===== src/pkg/hpp_pkg.sv =====
// Package with constants and types for the host processor port pins block.
package hpp_pkg;
  localparam int ADDR_W      = 13;
  localparam int DATA_W      = 8;
  localparam int NUM_FRAMER  = 8;
  localparam int NUM_LINE    = 8;
  localparam int NUM_TESTER  = 8;
  localparam int NUM_SRC     = NUM_FRAMER + NUM_LINE + NUM_TESTER;
  localparam int NUM_REGS    = 16;
  localparam int REG_AW      = 4;
  // Register indices within the low address bits.
  localparam logic [3:0] IX_CTRL  = 4'h0;
  localparam logic [3:0] IX_GMASK = 4'h1;
  localparam logic [3:0] IX_FMASK = 4'h2;
  localparam logic [3:0] IX_LMASK = 4'h3;
  localparam logic [3:0] IX_BMASK = 4'h4;
  localparam logic [3:0] IX_FSTAT = 4'h5;
  localparam logic [3:0] IX_LSTAT = 4'h6;
  localparam logic [3:0] IX_BSTAT = 4'h7;
  localparam logic [7:0] CTRL_RESET = 8'h00;
  localparam int LEGACY_BIT  = 0;
  localparam int LOS_SEL_BIT = 1;
  localparam int FRZ_SEL_BIT = 2;
  localparam logic [DATA_W-1:0] REG_RESET = 8'h00;
  typedef enum logic [2:0] {
    HPP_IDLE  = 3'b001,
    HPP_WRITE = 3'b010,
    HPP_READ  = 3'b100
  } hpp_state_t;
endpackage : hpp_pkg


===== src/hpp_port.sv =====
// Host parallel port pin logic: strobes, register file, interrupt and shared status pin.
`timescale 1ns/100ps
// Contract
// - A write lands the data bus in the addressed register at the rising edge of its strobe (write or data strobe) while chip select is low.
// - The interrupt request pin is pulled low whenever an unmasked interrupt event is pending.
// - The interrupt request pin floats once every pending source has been acknowledged.
// - Mask bits exist globally and per framer, line interface unit and bit error tester; masked sources never assert.
// - Serial port select low gives the parallel bus, high gives the serial slave port only while the legacy pin function enable bit is zero.
// - Bus timing select high means data strobe with direction, low means separate read and write strobes.
// - Device reset low resets every register, framer and line interface unit.
// - The shared select pin drives status only when the legacy pin function enable bit is one.
// - As a status output, the shared pin shows line or framer signal loss, or receive signalling freeze, as the control settings choose.
// - Chip select must be low to qualify any access; strobes are ignored while it is high.
// - During a read the data bus carries the addressed register while read strobe and chip select are low.
// - The data bus is undriven whenever chip select is high.
// - Registers are selected by a thirteen-bit non-multiplexed address bus.
module hpp_port (
  input  wire logic                          clk_i,
  input  wire logic                          rst_i,
  input  wire logic                          device_reset_n_i,
  input  wire logic                          chip_select_n_i,
  input  wire logic                          read_strobe_n_i,
  input  wire logic                          write_strobe_n_i,
  input  wire logic                          bus_timing_select_i,
  input  wire logic [hpp_pkg::ADDR_W-1:0]    addr_i,
  input  wire logic [hpp_pkg::DATA_W-1:0]    data_i,
  output logic      [hpp_pkg::DATA_W-1:0]    data_o,
  output logic                               data_oe_o,
  input  wire logic                          serial_select_i,
  output logic                               serial_mode_o,
  output logic                               serial_select_o,
  output logic                               serial_select_oe_o,
  input  wire logic                          analog_signal_loss_i,
  input  wire logic                          framer_signal_loss_i,
  input  wire logic                          rx_signalling_freeze_i,
  input  wire logic [hpp_pkg::NUM_SRC-1:0]   irq_event_i,
  output logic                               interrupt_request_n_o,
  output logic                               interrupt_request_oe_o,
  output logic                               device_reset_o
);
  localparam int NS = hpp_pkg::NUM_SRC;
  localparam int NF = hpp_pkg::NUM_FRAMER;
  localparam int NL = hpp_pkg::NUM_LINE;

  // Register index map inside the low address bits:
  // 0 global_transceiver_ctrl, 1 global mask, 2..4 group masks, 5..7 status (write one to clear).
  localparam logic [3:0] IX_CTRL  = hpp_pkg::IX_CTRL;
  localparam logic [3:0] IX_GMASK = hpp_pkg::IX_GMASK;
  localparam logic [3:0] IX_FMASK = hpp_pkg::IX_FMASK;
  localparam logic [3:0] IX_LMASK = hpp_pkg::IX_LMASK;
  localparam logic [3:0] IX_BMASK = hpp_pkg::IX_BMASK;
  localparam logic [3:0] IX_FSTAT = hpp_pkg::IX_FSTAT;
  localparam logic [3:0] IX_LSTAT = hpp_pkg::IX_LSTAT;
  localparam logic [3:0] IX_BSTAT = hpp_pkg::IX_BSTAT;

  // Whole-device reset combines the core reset and the pin.
  wire rst_all = rst_i | ~device_reset_n_i;
  assign device_reset_o = rst_all;

  // Two-stage synchronisers for the asynchronous host pins.
  logic [2:0] sync1_ff;
  logic [2:0] sync2_ff;
  logic [2:0] sync3_ff;
  always_ff @(posedge clk_i) begin
    if (rst_all) begin
      sync1_ff <= 3'h7;
      sync2_ff <= 3'h7;
      sync3_ff <= 3'h7;
    end else begin
      sync1_ff <= {chip_select_n_i, read_strobe_n_i, write_strobe_n_i};
      sync2_ff <= sync1_ff;
      sync3_ff <= sync2_ff;
    end
  end

  wire cs_s    = ~sync2_ff[2];
  wire strb_s  = ~sync2_ff[1];
  wire strb_p  = ~sync3_ff[1];
  wire wr_s    = ~sync2_ff[0];
  wire wr_p    = ~sync3_ff[0];
  // The mode follows the pin only while it is an input, so a high status level cannot lock the port out.
  wire par_mode = ~serial_mode_o;
  // Strobe-and-direction style: the data strobe qualifies, the direction pin high reads and low writes.
  wire mot      = bus_timing_select_i & par_mode;
  wire wr_rise  = mot ? (strb_p & ~strb_s & wr_p)
                      : (wr_p & ~wr_s);
  wire wr_req_s = par_mode & cs_s & (mot ? (strb_s & wr_s) : wr_s);
  wire rd_req_s = par_mode & cs_s & (mot ? (strb_s & ~wr_s) : strb_s);

  // A rising strobe is only taken when its low phase was seen under chip select, and a read in
  // progress never turns into a write; this needs the synchronised strobe low one cycle before the rise, as the write state is registered from the low phase.
  hpp_pkg::hpp_state_t state_ff;
  hpp_pkg::hpp_state_t nxt_state;
  always_comb begin
    nxt_state = state_ff;
    case (state_ff)
      hpp_pkg::HPP_IDLE: begin
        if (wr_req_s) begin
          nxt_state = hpp_pkg::HPP_WRITE;
        end else if (rd_req_s) begin
          nxt_state = hpp_pkg::HPP_READ;
        end
      end
      hpp_pkg::HPP_WRITE: begin
        if (wr_rise || !cs_s || !par_mode) begin
          nxt_state = hpp_pkg::HPP_IDLE;
        end
      end
      hpp_pkg::HPP_READ: begin
        if (!rd_req_s) begin
          nxt_state = hpp_pkg::HPP_IDLE;
        end
      end
      default: begin
        nxt_state = hpp_pkg::HPP_IDLE;
      end
    endcase
  end
  always_ff @(posedge clk_i) begin
    if (rst_all) begin
      state_ff <= hpp_pkg::HPP_IDLE;
    end else begin
      state_ff <= nxt_state;
    end
  end
  wire in_write  = (state_ff == hpp_pkg::HPP_WRITE);
  wire wr_commit = par_mode & cs_s & in_write & wr_rise;
  wire rd_active = par_mode & ~chip_select_n_i &
                   (mot ? (~read_strobe_n_i & write_strobe_n_i) : ~read_strobe_n_i);

  // Data and address are held stable by the host across the synchronised edge.
  logic [3:0]              wr_ix;
  logic [hpp_pkg::DATA_W-1:0] wr_data;
  assign wr_ix   = addr_i[hpp_pkg::REG_AW-1:0];
  assign wr_data = data_i;
  wire addr_hit  = (addr_i[hpp_pkg::ADDR_W-1:hpp_pkg::REG_AW] == '0);

  logic [7:0]  ctrl_ff;
  logic [7:0]  gmask_ff;
  logic [NS-1:0] mask_ff;
  logic [NS-1:0] stat_ff;

  always_ff @(posedge clk_i) begin
    if (rst_all) begin
      ctrl_ff  <= hpp_pkg::CTRL_RESET;
      gmask_ff <= hpp_pkg::REG_RESET;
    end else if (wr_commit && addr_hit) begin
      if (wr_ix == IX_CTRL)  ctrl_ff  <= wr_data;
      if (wr_ix == IX_GMASK) gmask_ff <= wr_data;
    end
  end

  // Per-source mask and sticky status; an event in the clearing cycle survives.
  genvar g;
  generate
    for (g = 0; g < NS; g++) begin : g_src
      localparam logic [3:0] MIX = (g < NF) ? IX_FMASK : (g < NF + NL) ? IX_LMASK : IX_BMASK;
      localparam logic [3:0] SIX = (g < NF) ? IX_FSTAT : (g < NF + NL) ? IX_LSTAT : IX_BSTAT;
      localparam int         BIT = g % 8;
      wire wr_m = wr_commit & addr_hit & (wr_ix == MIX);
      wire clr  = wr_commit & addr_hit & (wr_ix == SIX) & wr_data[BIT];
      always_ff @(posedge clk_i) begin
        if (rst_all) begin
          mask_ff[g] <= 1'b1;
          stat_ff[g] <= 1'b0;
        end else begin
          if (wr_m) mask_ff[g] <= wr_data[BIT];
          stat_ff[g] <= irq_event_i[g] | (stat_ff[g] & ~clr);
        end
      end
    end
  endgenerate

  // Global mask bits 0..2 block the framer, line interface and tester groups; bit 7 blocks all.
  wire [NS-1:0] grp_blk = {{(NS-NF-NL){gmask_ff[2]}}, {NL{gmask_ff[1]}}, {NF{gmask_ff[0]}}};
  wire          irq_any = |(stat_ff & ~mask_ff & ~grp_blk) & ~gmask_ff[7];
  logic irq_ff;
  always_ff @(posedge clk_i) begin
    if (rst_all) irq_ff <= 1'b0;
    else         irq_ff <= irq_any;
  end
  assign interrupt_request_n_o  = 1'b0;
  assign interrupt_request_oe_o = irq_ff;

  // Read data mux.
  logic [7:0] rd_mux;
  always_comb begin
    rd_mux = 8'h00;
    if (addr_hit) begin
      case (wr_ix)
        IX_CTRL:  rd_mux = ctrl_ff;
        IX_GMASK: rd_mux = gmask_ff;
        IX_FMASK: rd_mux = mask_ff[NF-1:0];
        IX_LMASK: rd_mux = mask_ff[NF+NL-1:NF];
        IX_BMASK: rd_mux = mask_ff[NS-1:NF+NL];
        IX_FSTAT: rd_mux = stat_ff[NF-1:0];
        IX_LSTAT: rd_mux = stat_ff[NF+NL-1:NF];
        IX_BSTAT: rd_mux = stat_ff[NS-1:NF+NL];
        default:  rd_mux = 8'h00;
      endcase
    end
  end
  logic [7:0] rdata_ff;
  always_ff @(posedge clk_i) begin
    if (rst_all) rdata_ff <= 8'h00;
    else         rdata_ff <= rd_mux;
  end
  assign data_o    = rdata_ff;
  assign data_oe_o = rd_active & ~rst_all;

  // Shared pin: input select unless the legacy function turns it into a status output.
  wire legacy = ctrl_ff[hpp_pkg::LEGACY_BIT];
  wire los_v  = ctrl_ff[hpp_pkg::LOS_SEL_BIT] ? framer_signal_loss_i : analog_signal_loss_i;
  logic status_ff;
  always_ff @(posedge clk_i) begin
    if (rst_all) status_ff <= 1'b0;
    else         status_ff <= ctrl_ff[hpp_pkg::FRZ_SEL_BIT] ? rx_signalling_freeze_i : los_v;
  end
  assign serial_select_o    = status_ff;
  assign serial_select_oe_o = legacy;
  // Once the pin is an output its level no longer picks the mode.
  assign serial_mode_o      = serial_select_i & ~legacy;
endmodule // hpp_port


===== config.mk =====
export PLATFORM = sky130hd
export DESIGN_NAME = hpp_port
export DESIGN_NICKNAME = d
export VERILOG_FILES = /design/src/pkg/hpp_pkg.sv /design/src/hpp_port.sv
export SDC_FILE = /design/constraint.sdc
export NUM_CORES = 1
export LEC_CHECK = 0
export ABC_AREA = 0
export BUFFER_PORTS_ARGS = -buffer_cell sky130_fd_sc_hd__buf_2
export CAP_MARGIN = 5
export CORE_MARGIN = 3
export CORE_UTILIZATION = 55
export DETAILED_ROUTE_END_ITERATION = 8
export PLACE_DENSITY_LB_ADDON = 0.05
export SKIP_CTS_REPAIR_TIMING = 1
export SLEW_MARGIN = 20
export SYNTH_ARGS = -nofsm -noshare
export SYNTH_HDL_FRONTEND = slang
export SYNTH_SLANG_ARGS = --single-unit

===== constraint.sdc =====
create_clock -name clk_i -period 5.61 [get_ports clk_i]
set_input_delay 1.122 -clock clk_i [delete_from_list [all_inputs] [get_ports clk_i]]
set_output_delay 1.122 -clock clk_i [all_outputs]
set_load 0.1 [all_outputs]

==> results of run 1 <==
[how the worst max path moves through the flow]
stage | depth (start not counted) | from | end
after detailed placement | 6 | addr_i[8] | stat_ff[6]
after floorplan | 3 | serial_select_i | data_oe_o
after global placement | 7 | addr_i[8] | mask_ff[12]
after CTS | 5 | rst_i | device_reset_o
final | 5 | rst_i | device_reset_o
after global routing | 5 | rst_i | device_reset_o
[kinds of logic (layout without fill, tap and decap cells)]
family / count (synthesis) / count (layout) / synth area share
other: 1 / 1 / 0.0009964
flip-flops: 85 / 85 / 0.4521
multiplexers: 25 / 25 / 0.06649
AO/OA/AOI/OAI: 131 / 131 / 0.2390
AND/OR/NAND/NOR: 127 / 127 / 0.1805
buffers and inverters: 56 / 116 / 0.06084
[through the flow]
step	worst slack [ns]	cell area [um^2]
2_1_floorplan	1.006	3770
3_3_place_gp	2.073	4125
3_5_place_dp	1.994	4125
4_1_cts	2.105	4339
5_1_grt	1.989	4343
6_report	2.097	4343
[cell usage after synthesis (8+ instances only)]
| master | n | area share |
|---|---|---|
| a221oi_1 | 8 | 0.019 |
| a22o_1 | 8 | 0.019 |
| a22oi_1 | 16 | 0.032 |
| a31oi_1 | 33 | 0.055 |
| clkbuf_1 | 19 | 0.019 |
| dfxtp_1 | 85 | 0.45 |
| inv_1 | 27 | 0.027 |
| mux2i_1 | 25 | 0.066 |
| nand2_1 | 34 | 0.034 |
| nand2b_1 | 10 | 0.017 |
| nand3_1 | 34 | 0.045 |
| nor2_1 | 26 | 0.026 |
| o21a_1 | 25 | 0.050 |
| o21ai_0 | 18 | 0.024 |
| o22ai_1 | 13 | 0.022 |
[critical path, cell delays in order]
cell and delay (ns):
buf_2 0.11, nor2b_4 0.10, buf_4 0.58, inv_1 0.12
buf_2 0.32
[layout by cell type, fill, tap and decap left out, types with 2 or more instances in the layout]
cell type / n
a2111oi_0: 2
a21oi_1: 4
a221oi_1: 8
a22o_1: 8
a22oi_1: 16
a31oi_1: 33
and3_1: 2
buf_2: 69
buf_4: 4
bufinv_16: 2
clkbuf_8: 10
dfxtp_1: 85
inv_1: 27
mux2i_1: 25
nand2_1: 34
nand2b_1: 10
nand3_1: 34
nor2_1: 26
nor3_4: 3
nor4_1: 4
o21a_1: 25
o21ai_0: 18
o22ai_1: 13
[state kept, by name (all words and copies together), names as in the netlist]
signal,count
ctrl_ff,8
sync1_ff,3
interrupt_request_oe_o,1
data_o,8
state_ff,3
serial_select_o,1
sync3_ff,2
sync2_ff,3
mask_ff,24
gmask_ff,8
stat_ff,24
[power by group]
part	switching, uW	total (uW)	internal [uW]
sequential	5.95	619	613
combinational	67.5	102	34.4
clock	219	479	260
[routing by layer]
metal | track usage | wire, um | up-vias
met5 | 0 | 0 | -
met4 | 0.08654 | 242 | 0
li1 | - | - | 1658
met1 | 0.3829 | 4591 | 1660
met3 | 0.07169 | 786 | 22
met2 | 0.4265 | 4914 | 161
[layout make-up]
class,count,area (um^2),area share
clock buffers,11,141.4,0.03256
inverters,28,105.1,0.02420
clock inverters,4,72.57,0.01671
repair buffers,73,375.4,0.08643
well taps,77,96.34,0.02218
multi-input cells,284,1851,0.4261
flip-flops and latches,85,1702,0.3918
==> results.ini, run 1 <==
[run_status]
outcome=completed

[sta]
hold_viol_final=0
fin_crit_sh=0.6262
fmax_ghz=0.2846
rsz0062_at_grt=no
clock_skew_ns=0.008620
setup_tns_ns=0
relSlewSlack=0.2548
fin_crit_ns=3.513
max_slew.worst_pin.slew_ns=1.117
slew_violations=0
setup_viol=0
whs_ns=0.4138

[placed_design]
dpl.cell_count=547
hpwl_mm=7.498
gp_congestion=0.9227
io_buffers=69

[routing]
firstDrtPassIters=5
drtIter0Drc=279
wl_mm=10.54
ant_nets=0
vias=3501
viasPerCell=6.230
drc_errors=0
avgRoutedWirePerCell_um=18.75

[worst_setup_path]
critPathKind=in -> out
worstReg2RegStart=sync3_ff[0]
cp.arrival_ns=2.39
cp.required_ns=4.49
ff2ff_path_depth=4
r2r_slack_ns=3.33
r2r_end=mask_ff[22]
path_max_fanout=74
crit_path_end_kind=output pin
start_kind=input port

[worst_hold_path]
hp-class=reg -> reg
worstHoldPathCells=1
hold-path-endpoint=sync2_ff[0]
hold_path_startpoint=sync1_ff[0]

[pwr]
power_density_mw_per_mm2=276.2
p_leak_uw=0.001669
ir_drop_mv=0.1920
finalPower_uw=1200

[clock_tree]
cts_buffer_depth=2
h-tree-depth=3
ctsRootBufferMaster=clkbuf_8
clock_latency_ns=0.36
clk_pin_slew_ns=0.08
cts_tree=yes
clock-sinks=85
numCtsBuffers=9

[final_layout]
fin_util=0.6687
num-fill-cells=560
final_cells=562
drive_above_1_share=0.2082
antenna_cells=0
syn2layout_area_growth_pct=15.39
num-nets-final=537

[global_route]
gr-total-overflow=0
gr-usage-all-layers=0.2778
grt_max_degree=75
grt_pass1_wl_mm=16.39
antenna_found_initial=0
grt_pass1_vias=3175

[die]
die_h_um=88.72
rows=29
die_area_mm2=0.007871
boundaryPins=71
die_w_um=88.72
initial_utilization=0.5795
core_mm2=0.006495

[logic_synthesis]
synth_ff_type=dfxtp_1
synth_nets=481
netlist_area_mm2=0.003764
ys_seq_elements=85
yosysWarnings=0
synth.avg_cell_area_um2=8.856
synth_edf_count=0
synthCells=425
async_flop_share=0
yosys.cell_types.count=41
seq_area_frac_synth=0.4521

[job]
cap_violations=0

Power figures use the tool's default switching activity.
==> inputs of run 2 (changes only) <==
==> constraint.sdc (replaced) <==
create_clock -name clk_i -period 3.6 [get_ports clk_i]
set_input_delay 0.72 -clock clk_i [delete_from_list [all_inputs] [get_ports clk_i]]
set_output_delay 0.72 -clock clk_i [all_outputs]
set_load 0.1 [all_outputs]
==> run 2 against run 1 <==
  * Combinational power up 60%
  * Critical path depth unchanged
  * Final cell count rose by 0.53%
  * Wire length increased by 1.2%
  * Die area did not move
  * Clock power rose by 77%
  * Largest power group unchanged
  * Power grew 65%
  * Utilization grew 1.2 points
  * Via count rose by 0.34%
  * Sequential power is 56% higher
  * Sequential cell count stayed put
==> results.ini, run 2 (synthesis results as in run 1) <==
[routing]
firstDrtPassIters=6  ; +1
ant_nets=0  ; unchanged
avgRoutedWirePerCell_um=18.87  ; +0.65%
drtIter0Drc=350  ; +25%
drc_errors=0  ; unchanged
wl_mm=10.66  ; +1.2%
viasPerCell=6.218  ; -0.19%
vias=3513  ; +0.34%

[final_layout]
syn2layout_area_growth_pct=17.52
multi_input_area_mm2=0.001866  ; +0.81%
drive_above_1_share=0.2131  ; +0.004867
top_regs=mask_ff x24, stat_ff x24
num-fill-cells=568  ; +1.4%
layout_commonest_cell=dfxtp_1
seqCellArea_mm2=0.001702  ; unchanged
num-nets-final=541  ; +0.74%
final_cell_mix=dfxtp_1, buf_2, nand2_1, nand3_1, a31oi_1
antenna_cells=0  ; unchanged

[worst_setup_path]
slowest_stage=buf_2
r2r_slack_ns=1.38  ; -1.95 ns
start_kind=input port
cp.arrival_ns=1.83  ; -0.56 ns
worstReg2RegStart=sync3_ff[0]
cp-endpoint=data_oe_o
critPathMostFrequentCell=buf_2
path_cells=buf_2, nor2b_4, nand2b_1, a2111oi_4, buf_2
r2r_end=stat_ff[20]
cp-startpoint=rst_i
ff2ff_path_depth=5  ; +1
crit_path_end_kind=output pin
critPathKind=in -> out
path_max_fanout=3  ; -96%
cp.required_ns=2.88  ; -1.61 ns
crit_path_max_incr_delay_ns=0.47  ; -0.11 ns

[job]
cap_violations=0  ; unchanged

[pwr]
power_density_mw_per_mm2=446.4  ; +62%
ir_drop_mv=0.3442  ; +79%
finalPower_uw=1974  ; +65%
p_leak_uw=0.001712  ; +2.6%

[sta]
fin_crit_sh=0.7074
hold_viol_final=0  ; unchanged
relSlewSlack=0.4200  ; +0.1651
rsz0062_at_grt=no
max_slew.worst_pin.slew_ns=0.8621  ; -0.2545 ns
fmax_ghz=0.3927
setup_tns_ns=0  ; unchanged
setup_viol=0  ; unchanged
fin_crit_ns=2.547
slew_violations=0  ; unchanged
clock_skew_ns=0.008320  ; -0.0002993 ns

[clock_tree]
numCtsBuffers=9  ; unchanged
cts_buffer_depth=2  ; unchanged
clk_pin_slew_ns=0.08  ; about the same
h-tree-depth=3  ; unchanged
ctsRootBufferMaster=clkbuf_8
clock_latency_ns=0.36  ; about the same
cts_tree=yes
clock-sinks=85  ; unchanged

[worst_hold_path]
hp-class=reg -> reg

[global_route]
antenna_found_initial=0  ; unchanged
grt_pass1_vias=3253  ; +2.5%
grt_pass1_wl_mm=16.66  ; +1.6%
grt_max_degree=74  ; -1.3%
gr-total-overflow=0  ; unchanged
gr-usage-all-layers=0.2818  ; +0.003970

[placed_design]
gp_congestion=0.9127  ; -1.1%
io_buffers=69  ; unchanged
hpwl_mm=7.637  ; +1.9%

[die]
core_mm2=0.006495  ; unchanged
rows=29  ; unchanged
die_area_mm2=0.007871  ; unchanged
initial_utilization=0.5795  ; unchanged
boundaryPins=71  ; unchanged
die_w_um=88.72  ; unchanged
die_h_um=88.72  ; unchanged

[run_status]
outcome=completed

run 2: cell count changes in the layout (fill, tap and decap cells not counted), sizes merged:
cell / change
clkbuf: -2
clkinvlp: -1
bufinv: +2
buf: +4
run 2: layout make-up:
class,count,area share
Inverter,28,0.02376
Clock buffer,9,0.02801
Multi-Input combinational cell,284,0.4218
Clock inverter,5,0.02829
Timing Repair Buffer,77,0.09165
Tap cell,77,0.02178
Sequential cell,85,0.3847
run 2: stage by stage:
| step | setup WS (ns) | hold WS [ns] | utilization | instance area [um^2] | cells |
|---|---|---|---|---|---|
| after global routing | 0.9611 | 0.4339 | 0.6810 | 4423 | 565 |
| after global placement | 0.8394 | 0.3882 | 0.6417 | 4168 | 551 |
| after floorplan | 0.1808 | 0.3863 | - | 3782 | 425 |
| after detailed placement | 0.7981 | 0.3914 | 0.6417 | 4168 | 551 |
| after CTS | 1.036 | 0.4103 | 0.6800 | 4417 | 565 |
| final | 1.053 | 0.4100 | 0.6810 | 4423 | 565 |
run 2: how the worst min path moves through the flow:
stage | slack [ns] | depth (start not counted) | endpoint | start
after floorplan | 0.39 | 1 | sync2_ff[0] | sync1_ff[0]
after global placement | 0.39 | 1 | sync2_ff[1] | sync1_ff[1]
after detailed placement | 0.39 | 1 | sync2_ff[1] | sync1_ff[1]
after CTS | 0.41 | 1 | sync2_ff[1] | sync1_ff[1]
after global routing | 0.43 | 1 | sync2_ff[0] | sync1_ff[0]
final | 0.41 | 1 | sync2_ff[2] | sync1_ff[2]
run 2: worst max-delay path, delay by kind of cell:
family,cells,cell delay (ns)
compound gates,1,0.28
simple gates,2,0.24
buf+inv,2,0.58
run 2: report_power, final:
group	switching, uW	total (uW)	internal [uW]
logic	107	163	55.6
registers	8.79	964	955
clock network	326	848	522
run 2: routing by layer:
layer / share of wire / global-route usage
met5: 0 / 0
met4: 0.017 / 0.08104
met3: 0.10 / 0.07449
met2: 0.46 / 0.4399
met1: 0.42 / 0.3839
